[config.mk]
export PLATFORM = sky130hd
export DESIGN_NAME = stats_counter_indirect_read
export DESIGN_NICKNAME = d
export VERILOG_FILES = /design/src/stats_counter_pkg.sv /design/src/event_counter.sv /design/src/stats_counter_indirect_read.sv
export VERILOG_INCLUDE_DIRS = /design/src
export SDC_FILE = /design/constraint.sdc
export NUM_CORES = 2
export LEC_CHECK = 0
export ABC_CLOCK_PERIOD_IN_PS = 5700
export BUFFER_PORTS_ARGS = -buffer_cell sky130_fd_sc_hd__buf_2
export CAP_MARGIN = 20
export CORE_UTILIZATION = 55
export CTS_BUF_LIST = sky130_fd_sc_hd__clkbuf_4 sky130_fd_sc_hd__clkbuf_8
export DETAILED_ROUTE_END_ITERATION = 8
export PLACE_DENSITY = 0.75
export SLEW_MARGIN = 20
export SYNTH_ARGS = -nofsm -noshare
export SYNTH_HDL_FRONTEND = slang
export SYNTH_HIERARCHICAL = 1
export SYNTH_SLANG_ARGS = --single-unit
[constraint.sdc]
create_clock -name clk_sys_in -period 5.7 [get_ports clk_sys_in]
set_input_delay 0.57 -clock clk_sys_in [delete_from_list [all_inputs] [get_ports clk_sys_in]]
set_output_delay 0.57 -clock clk_sys_in [all_outputs]
set_load 0.005 [all_outputs]
[src/stats_counter_consts.svh]
`ifndef STATS_COUNTER_CONSTS_SVH
`define STATS_COUNTER_CONSTS_SVH

// register offsets on the management port
`define REG_TABLE_SELECT 8'h6e
`define REG_INDEX_TRIGGER 8'h6f
`define REG_DATA_BYTE3 8'h75
`define REG_DATA_BYTE2 8'h76
`define REG_DATA_BYTE1 8'h77
`define REG_DATA_BYTE0 8'h78

// table select codes
`define SEL_PER_PORT_READ 8'h1c
`define SEL_DROP_READ 8'h1d

// per-port layout
`define NUM_PORTS 3
`define PORT_STRIDE 32
`define CNT_PER_PORT 5
`define IDX_WAIT_BUSY 8'h1b
`define IDX_COLLISION 8'h1c
`define IDX_ABANDONED 8'h1d
`define IDX_ONE_RETRY 8'h1e
`define IDX_MANY_RETRY 8'h1f

// dropped-packet layout: low index byte of 0x100..0x105
`define DROP_IDX_BASE 8'h00
`define NUM_DROP 6

// word format
`define PER_PORT_WIDTH 30
`define DROP_WIDTH 16
`define VALID_BIT 30
`define RESV_BIT 31
`define DROP_RESV_MSB 30
`define DROP_RESV_LSB 16

`define RESET_BYTE 8'h00
`define RESET_WORD 32'h0000_0000

`endif

[src/stats_counter_pkg.sv]
package stats_counter_pkg;

    typedef enum logic [1:0] {
        ST_IDLE    = 2'b01,
        ST_CAPTURE = 2'b10
    } access_state_type;

endpackage : stats_counter_pkg

[src/event_counter.sv]
`timescale 1ns/1ps
`default_nettype none
`include "stats_counter_consts.svh"

module event_counter #(
    parameter int WIDTH = `DROP_WIDTH
) (
    // clock and reset
    input wire logic clk_sys_in,
    input wire logic rst_in,
    // control
    input wire logic inc_in,
    input wire logic clr_in,
    // value
    output logic [WIDTH-1:0] count_out
);

    logic [WIDTH-1:0] count_next;

    // a clear keeps an event of the same cycle; plain add wraps, no overflow flag
    assign count_next = clr_in ? {{(WIDTH-1){1'b0}}, inc_in} : count_out + {{(WIDTH-1){1'b0}}, inc_in};

    always_ff @(posedge clk_sys_in or posedge rst_in) begin
        if (rst_in) begin
            count_out <= '0;
        end else begin
            count_out <= count_next;
        end
    end

endmodule : event_counter

`default_nettype wire

[src/stats_counter_indirect_read.sv]
// Functional notes
// - index 0x1B counts deferred first attempts
// - index 0x1C counts collisions, half duplex only
// - index 0x1D counts frames abandoned, excessive collisions
// - index 0x1E counts success after one collision
// - index 0x1F counts success after several collisions
// - dropped count bits 15-0, reserved above, reset zero
// - 0x100-0x102 hold transmit drops ports 1-3
// - 0x103-0x105 hold receive drops ports 1-3
// - bit 30 low means reread from first byte
// - counters wrap silently, no overflow indication
// - dropped counters carry no valid flag
// - per-port counter clears when read
// - dropped counter keeps value when read
// - per-port word: bit31 zero, bit30 valid, count
// - per-port bases 0x00, 0x20, 0x40, 32 entries
`timescale 1ns/1ps
`default_nettype none
`include "stats_counter_consts.svh"

module stats_counter_indirect_read #(
    parameter int NUM_PORTS = `NUM_PORTS,
    parameter int PORT_CNT_WIDTH = `PER_PORT_WIDTH,
    parameter int DROP_CNT_WIDTH = `DROP_WIDTH
) (
    // clock and reset
    input wire logic clk_sys_in,
    input wire logic rst_in,
    // register port
    input wire logic [7:0] reg_addr_in,
    input wire logic reg_wr_in,
    input wire logic reg_rd_in,
    input wire logic [7:0] reg_wdata_in,
    output logic [7:0] reg_rdata_out,
    output logic reg_rdata_valid_out,
    // per-port transmit events, one-cycle pulses, plus the half-duplex level
    input wire logic [NUM_PORTS-1:0] tx_wait_on_busy_medium_in,
    input wire logic [NUM_PORTS-1:0] tx_collision_in,
    input wire logic [NUM_PORTS-1:0] half_duplex_in,
    input wire logic [NUM_PORTS-1:0] tx_abandoned_frame_in,
    input wire logic [NUM_PORTS-1:0] tx_one_retry_success_in,
    input wire logic [NUM_PORTS-1:0] tx_many_retry_success_in,
    // resource drop events, one-cycle pulses
    input wire logic [NUM_PORTS-1:0] tx_discard_in,
    input wire logic [NUM_PORTS-1:0] rx_discard_in
);

    localparam int NUM_PORT_CNT = NUM_PORTS * `CNT_PER_PORT;
    localparam int NUM_DROP_CNT = 2 * NUM_PORTS;

    stats_counter_pkg::access_state_type state_reg;
    stats_counter_pkg::access_state_type state_next;

    logic [7:0] select_reg;
    logic [7:0] index_reg;
    logic [31:0] data_reg;
    logic [31:0] data_next;

    logic [PORT_CNT_WIDTH-1:0] port_count [NUM_PORT_CNT];
    logic [NUM_PORT_CNT-1:0] port_inc;
    logic [NUM_PORT_CNT-1:0] port_hit;
    logic [NUM_PORT_CNT-1:0] port_clr;
    logic [DROP_CNT_WIDTH-1:0] drop_count [NUM_DROP_CNT];
    logic [NUM_DROP_CNT-1:0] drop_inc;
    logic [NUM_DROP_CNT-1:0] drop_hit;

    logic [PORT_CNT_WIDTH-1:0] port_sel_word;
    logic [DROP_CNT_WIDTH-1:0] drop_sel_word;
    logic [31:0] cap_word;
    logic [7:0] rd_mux;

    // decode
    wire wr_select = reg_wr_in && (reg_addr_in == `REG_TABLE_SELECT);
    wire wr_trigger = reg_wr_in && (reg_addr_in == `REG_INDEX_TRIGGER);
    wire wr_byte3 = reg_wr_in && (reg_addr_in == `REG_DATA_BYTE3);
    wire wr_byte2 = reg_wr_in && (reg_addr_in == `REG_DATA_BYTE2);
    wire wr_byte1 = reg_wr_in && (reg_addr_in == `REG_DATA_BYTE1);
    wire wr_byte0 = reg_wr_in && (reg_addr_in == `REG_DATA_BYTE0);
    wire capturing = (state_reg == stats_counter_pkg::ST_CAPTURE);
    // select is sampled in the capture cycle; host sets it before the trigger
    wire sel_per_port = (select_reg == `SEL_PER_PORT_READ);
    wire sel_drop = (select_reg == `SEL_DROP_READ);

    // per-port counters, index = port base + offset
    genvar p;
    genvar k;
    generate
        for (p = 0; p < NUM_PORTS; p++) begin : g_port
            assign port_inc[p*`CNT_PER_PORT+0] = tx_wait_on_busy_medium_in[p];
            assign port_inc[p*`CNT_PER_PORT+1] = tx_collision_in[p] && half_duplex_in[p];
            assign port_inc[p*`CNT_PER_PORT+2] = tx_abandoned_frame_in[p];
            assign port_inc[p*`CNT_PER_PORT+3] = tx_one_retry_success_in[p];
            assign port_inc[p*`CNT_PER_PORT+4] = tx_many_retry_success_in[p];
            for (k = 0; k < `CNT_PER_PORT; k++) begin : g_cnt
                localparam logic [7:0] HIT_IDX = 8'(p * `PORT_STRIDE + int'(`IDX_WAIT_BUSY) + k);
                assign port_hit[p*`CNT_PER_PORT+k] = sel_per_port && (index_reg == HIT_IDX);
                assign port_clr[p*`CNT_PER_PORT+k] = capturing && port_hit[p*`CNT_PER_PORT+k];
                event_counter #(
                    .WIDTH(PORT_CNT_WIDTH)
                ) u_port_cnt (
                    .clk_sys_in(clk_sys_in),
                    .rst_in(rst_in),
                    .inc_in(port_inc[p*`CNT_PER_PORT+k]),
                    .clr_in(port_clr[p*`CNT_PER_PORT+k]),
                    .count_out(port_count[p*`CNT_PER_PORT+k])
                );
            end
        end
    endgenerate

    // dropped counters: transmit ports first, then receive ports
    genvar j;
    generate
        for (j = 0; j < NUM_DROP_CNT; j++) begin : g_drop
            localparam logic [7:0] DROP_IDX = 8'(int'(`DROP_IDX_BASE) + j);
            if (j < NUM_PORTS) begin : g_tx
                assign drop_inc[j] = tx_discard_in[j];
            end else begin : g_rx
                assign drop_inc[j] = rx_discard_in[j-NUM_PORTS];
            end
            assign drop_hit[j] = sel_drop && (index_reg == DROP_IDX);
            // reads never clear these, so they keep accumulating
            event_counter #(
                .WIDTH(DROP_CNT_WIDTH)
            ) u_drop_cnt (
                .clk_sys_in(clk_sys_in),
                .rst_in(rst_in),
                .inc_in(drop_inc[j]),
                .clr_in(1'b0),
                .count_out(drop_count[j])
            );
        end
    endgenerate

    // one-hot hit vectors, so an or-reduction is the selection
    always_comb begin
        port_sel_word = '0;
        drop_sel_word = '0;
        for (int i = 0; i < NUM_PORT_CNT; i++) begin
            port_sel_word = port_sel_word | (port_hit[i] ? port_count[i] : '0);
        end
        for (int i = 0; i < NUM_DROP_CNT; i++) begin
            drop_sel_word = drop_sel_word | (drop_hit[i] ? drop_count[i] : '0);
        end
    end

    // per-port indices outside the implemented set read as a valid zero so the host never spins
    assign cap_word = sel_per_port ? {1'b0, 1'b1, port_sel_word} :
                      sel_drop ? {{(32-DROP_CNT_WIDTH){1'b0}}, drop_sel_word} :
                      `RESET_WORD;

    assign state_next = wr_trigger ? stats_counter_pkg::ST_CAPTURE : stats_counter_pkg::ST_IDLE;

    // trigger drops the valid flag for one cycle; capture wins over host data writes
    assign data_next = capturing ? cap_word :
                       wr_trigger ? `RESET_WORD :
                       {wr_byte3 ? reg_wdata_in : data_reg[31:24],
                        wr_byte2 ? reg_wdata_in : data_reg[23:16],
                        wr_byte1 ? reg_wdata_in : data_reg[15:8],
                        wr_byte0 ? reg_wdata_in : data_reg[7:0]};

    assign rd_mux = (reg_addr_in == `REG_TABLE_SELECT) ? select_reg :
                    (reg_addr_in == `REG_INDEX_TRIGGER) ? index_reg :
                    (reg_addr_in == `REG_DATA_BYTE3) ? data_reg[31:24] :
                    (reg_addr_in == `REG_DATA_BYTE2) ? data_reg[23:16] :
                    (reg_addr_in == `REG_DATA_BYTE1) ? data_reg[15:8] :
                    (reg_addr_in == `REG_DATA_BYTE0) ? data_reg[7:0] :
                    `RESET_BYTE;

    always_ff @(posedge clk_sys_in or posedge rst_in) begin
        if (rst_in) begin
            state_reg <= stats_counter_pkg::ST_IDLE;
            data_reg <= `RESET_WORD;
        end else begin
            state_reg <= state_next;
            data_reg <= data_next;
        end
    end

    always_ff @(posedge clk_sys_in or posedge rst_in) begin
        if (rst_in) begin
            select_reg <= `RESET_BYTE;
            index_reg <= `RESET_BYTE;
        end else begin
            if (wr_select) begin
                select_reg <= reg_wdata_in;
            end
            if (wr_trigger) begin
                index_reg <= reg_wdata_in;
            end
        end
    end

    always_ff @(posedge clk_sys_in or posedge rst_in) begin
        if (rst_in) begin
            reg_rdata_out <= `RESET_BYTE;
            reg_rdata_valid_out <= 1'b0;
        end else begin
            reg_rdata_out <= reg_rd_in ? rd_mux : `RESET_BYTE;
            reg_rdata_valid_out <= reg_rd_in;
        end
    end
endmodule : stats_counter_indirect_read

`default_nettype wire

Word level (Yosys, flattened, before mapping):

Cells that the tools add are included.

* $add $sub $neg: 21
* reductions and logical operators: 50
* bitwise operators: 19
* muxes and demuxes: 52
* equal/unequal tests: 29

Operator list (number)
* 2-to-1 mux 30 bit: 30
* adder 30 x 1 -> 30 bit: 15
* OR 30 bit: 14
* 2-to-1 mux 16 bit: 7
* adder 16 x 1 -> 16 bit: 6
* == test 8 x 7 -> 1 bit, second input constant: 11
* 2-to-1 mux 8 bit: 11
* OR 16 bit: 5
* 2-to-1 mux 32 bit: 2
* == test 8 x 5 -> 1 bit, second input constant: 7
* logical AND 1 bit: 45
* == test 8 x 6 -> 1 bit, second input constant: 5
* 2-to-1 mux 31 bit: 1
* == test 8 x 2 -> 1 bit, second input constant: 2
* == test 8 x 3 -> 1 bit, second input constant: 2
* nonzero test 3 bit: 4
* == test 8 x 1 -> 1 bit, second input constant: 1
* logical NOT 8 bit: 1
* == test 2 bit, second input constant: 1
* 2-to-1 mux 2 bit: 1

* output and inout bits: 9
* bits in registers: 605

Depth between registers and ports, before layout:

* word-level depth: 19
* mapped depth: 10

By module:

The synthesis kept the hierarchy.

By module, submodules not included
* event_counter at g_port[0].g_cnt[0].u_port_cnt ...: area each 1624.1 um^2, times used 15, cells an instance 163, seq. area each 750.7 um^2
* stats_counter_indirect_read: area each 7618.6 um^2, times used 1, cells an instance 907, seq. area each 1477.7 um^2
* event_counter at g_drop[0].u_drop_cnt ...: area each 843.3 um^2, times used 6, cells an instance 85, seq. area each 400.4 um^2

Worst setup path before layout:

OpenSTA, ideal clock, no wires.

* path type: register -> register
* from: reg select_reg[5]
* to: reg g_port[1].g_cnt[2].u_port_cnt.count_out[10]
* arrival: 2.866 ns
* clock period less this slack: 2.998 ns
* setup slack: 2.702 ns
* library setup time: 0.132 ns
* stages on the path, launching flop included: 11
* cells stage by stage: dfrtp_1 > or4b_4 > buf_6 > buf_6 > nor2_2 > nand2_1 > clkbuf_1 > nor3_1 > clkbuf_1 > buf_1 > nor2_1

* cells in the longest elaborated chain, start to end: 4

Ends and longest elaborated chain
* start, declared: RTL line stats_counter_indirect_read.sv:54 `logic [7:0] select_reg;`
* start signal, assigned: RTL line stats_counter_indirect_read.sv:182 `` select_reg <= `RESET_BYTE; ``
* start signal, assigned: RTL line stats_counter_indirect_read.sv:186 `select_reg <= reg_wdata_in;`
* == test 8 x 5 -> 1 bit (no source line)
* logical AND 1 bit: RTL line stats_counter_indirect_read.sv:96 `` assign port_hit[p*`CNT_PER_PORT+k] = sel_per_port && (index_reg == HIT_IDX); ``
* logical AND 1 bit: RTL line stats_counter_indirect_read.sv:97 `` assign port_clr[p*`CNT_PER_PORT+k] = capturing && port_hit[p*`CNT_PER_PORT+k]; ``
* named net port_clr[7]: RTL line stats_counter_indirect_read.sv:62 `logic [NUM_PORT_CNT-1:0] port_clr;`
* 2-to-1 mux 30 bit: RTL line event_counter.sv:21 `assign count_next = clr_in ? {{(WIDTH-1){1'b0}}, inc_in} : count_out + {{(WIDTH-1){1'b0}}, inc_in};`
* named net g_port[1].g_cnt[2].u_port_cnt.count_next[10]: RTL line event_counter.sv:18 `logic [WIDTH-1:0] count_next;`
* end signal, assigned: RTL line event_counter.sv:27 `count_out <= count_next;`
* end, declared: RTL line event_counter.sv:15 `output logic [WIDTH-1:0] count_out`

The timed path passes the listed nets, and every way through them passes these cells.
A chain may end at the register's enable or synchronous reset.

Worst setup path after layout:

* from: reg select_reg[5]
* to: reg g_port[2].g_cnt[2].u_port_cnt.count_out[23]

* cells in the longest elaborated chain, start to end: 4

Ends and longest elaborated chain (RTL line)
* == test 8 x 5 -> 1 bit (no source line)
* logical AND 1 bit: stats_counter_indirect_read.sv:96
* logical AND 1 bit: stats_counter_indirect_read.sv:97
* named net port_clr[12]: stats_counter_indirect_read.sv:62
* 2-to-1 mux 30 bit: event_counter.sv:21
* named net g_port[2].g_cnt[2].u_port_cnt.count_next[23]: event_counter.sv:18
* end signal, assigned: event_counter.sv:27
* end, declared: event_counter.sv:15

The timed path passes the listed nets, and every way through them passes these cells.

==> results_dict.tcl <==
set metrics [dict create \
    numPortBuffers 52 \
    fp.coreArea_sq_um 66200 \
    hold_class "in -> reg" \
    top_layer "met5" \
    worst_clock_skew_ps 40.0 \
    syn-mean-instance-area_sq_um 9.59 \
    max_cap_violations 0 \
    grt_usage_pct 40.5 \
    wire_length_on_met3_um 14900 \
    power_leakage_uw 0.0160 \
    clock_sink_count 605 \
    max_freq_ghz 0.245 \
    most-common-layout-cells "dfrtp_1, nor2_1, a21oi_1" \
    clk_pin_slew_ps 60 \
    maximum_resistive_drop_on_vdd_mv 0.193 \
    layout-drive-gt1-share_pct 14.8 \
    dominantRegCellSynth "dfrtp_1" \
    grt_start_max_net_pins 60 \
    measured_slew_at_the_worst_slew_check_pin_ps 1240 \
    yosysTopAreaCell "dfrtp_1" \
    rel_slew_slack_pct 16.5 \
    finalSetupViolCount 0 \
    cts_hold_buffers 0 \
    postCtsSetupRepairBufs 0 \
    cts_repair_resize_count 0 \
    ant_nets 0 \
    avgViaCountPerCell 7.01 \
    synthesis.instances 3862 \
    end_kind "register" \
    dr_total_vias 33849 \
    hp-start "reg_rd_in" \
    worst-endpoint-arrival_ps 4690 \
    synth-edff-count 0 \
    run_status "complete, no violations" \
    hold_viol 0 \
    finalWorstPathRequiredPeriod_ps 4090 \
    power_per_cell_area_nw_per_um2 280 \
    synth.yosys.seq_area_share_pct 40.9 \
    clock-root-buffer "clkbuf_8" \
    boundaryPins 53 \
    critical_path.reg2reg.startpoint "select_reg[5]" \
    layout.filler_cells 5567 \
    place.gp.congestion 1.17 \
    grt_first_pass_wirelength_um 204000 \
    wl_cell_um 28.7 \
    cts_tree "built" \
    chipWidth_um 262 \
    std_cell_rows 94 \
    ys_types 87 \
    num-nets-final 3962 \
    ys_async_sr_fraction_pct 100 \
    setup-tns-final_ps 0 \
    first_pass_iters 7 \
    setup_ws_ps 1610 \
    largest_reg_flops 450 \
    rsz0062_at_grt "no" \
    drt-total-wl_um 139000 \
    floorplan.die_area_sq_um 68400 \
    leading_cell_type_in_the_layout_fill_and_taps_excluded "dfrtp_1" \
    drt_first_iter_violations 4660 \
    cp-startpoint "select_reg[5]" \
    first_global_vias 31151 \
    cts_inserted_buffers 104 \
    met1_length_um 54000 \
    dieHeight_um 262 \
    clkLatencyLatePin_ps 760 \
    ys_warn_count 6 \
    netlist_area_sq_um 37000 \
    initial_core_util_pct 55.9 \
    kind_of_critical_path "reg -> reg" \
    route.detailed.drc 0 \
    grt.overflow.total 0 \
    yosysTopAreaCellShare_pct 40.8 \
    detailedPlacementHpwl_um 104000 \
    detailroute.wirelength.met2_um 58100 \
    cp_max_fo 40 \
    synth-seq-cells 605 \
    ff_latch_area_sq_um 15100 \
    synthToLayoutAreaGrowth_pct 8.38 \
    drv_slew 0 \
    grt_antenna_before_repair 10 \
    synth_area_leaders "dfrtp_1, a21oi_1, xor2_1, nand4_1, nor2_1" \
    critical_path_required_ps 6300 \
    cts-root-to-sink-buffers 3 \
    cp-start-kind "register" \
    post-place-ws_ps 1770 \
    h_tree_levels 3 \
    finalCritPeriodShare_pct 71.7 \
    multi_input_comb_area_sq_um 20500 \
]
## critical path, stage by stage (launching register included)
cell and delay, ps:
dfrtp_1 410, or4b_4 880, nor2_2 560, nand2_1 610, nor3_2 980, buf_4 380, a21oi_1 80
## stage by stage
stage | utilization [%] | area [sq um] | total power, uW | hold slack [ps] | std cells
6_report | 60.6 | 40100 | 11300 | 53.2 | 4829
5_1_grt | 60.6 | 40100 | 11700 | 42.4 | 4824
4_1_cts | 60.6 | 40100 | 11200 | 9.44 | 4820
3_5_place_dp | 57.0 | 37800 | 6810 | 496 | 4632
3_3_place_gp | 57.0 | 37700 | 6770 | 490 | 4632
2_1_floorplan | - | 37100 | 6180 | 457 | 3885
## layer usage
layer / track usage (%) / up-vias
met4: 28.4 / 10
li1: - / 14748
met3: 10.6 / 522
met2: 57.8 / 1962
met5: 0.556 / -
met1: 53.5 / 16607
## cells in the mapped netlist, types with 13 or more instances
library cell and instances:
o21ai_0 131, or3_1 92, and4_1 77, nor2b_1 49, buf_2 71, xor2_1 162, nand4_1 219, a21oi_1 294
a31oi_1 13, nor4b_1 19, buf_8 15, clkbuf_1 82, nand3_4 15, mux2_2 84, a22oi_1 81, xnor2_1 87
nand2_1 218, inv_1 76, nand2_4 15, and2_1 45, a221oi_1 27, and4_4 30, mux4_2 16, buf_6 18
nand2_2 15, or4_1 148, and3_1 21, a222oi_1 27, o31ai_1 152, ha_1 42, buf_1 34, nor4_1 78
a22o_1 20, nor3_1 23, nor4_2 17, nand4_4 21, nand3_1 150, and3_2 15, nor2_1 326, buf_4 18
mux2i_1 65, dfrtp_1 604
## where the power goes
part           leakage [uW]  switching [uW]  internal (uW)
sequential          0.00817             978           4680
combinational       0.00654             649            511
clock               0.00124            1920           2510
total                0.0160            3550           7700
## cells by family after synthesis
family                     after synthesis  synth area share [%]
AOI/OAI and AO/OA                      839                  14.6
DFF                                    605                  40.9
and+or+nand+nor                       1646                  27.5
other                                    1                0.0101
buffers and inverters                  315                  4.44
adders and majority gates               42                  1.42
xor gates and xnor gates               249                  5.89
muxes                                  165                  5.28
## final cells by class
class                      count  area share (%)
inverter                      76           0.711
clock buffer                 156            4.94
sequential                   605            37.7
clock inverter                32           0.866
timing repair buffer         124            1.99
tap                          864            2.69
antenna                        7          0.0436
multi-input combinational   2965            51.0
## path summary, 6_finish.rpt
check / endpoint / slack [ps] / cells after the start
min in group asynchronous: g_port[1].g_cnt[0].u_port_cnt/count_out[20] / 140 / 3
setup reg to reg: g_port[2].g_cnt[2].u_port_cnt/count_out[23] / 1610 / 6
hold reg to reg: data_reg[1] / 510 / 1
max in group asynchronous: index_reg[0] / 4690 / 4
setup / recovery: g_port[2].g_cnt[2].u_port_cnt/count_out[23] / 1610 / 6
hold / removal: reg_rdata_valid_out / 50 / 1
No activity file was read; power rests on OpenSTA's default activity.
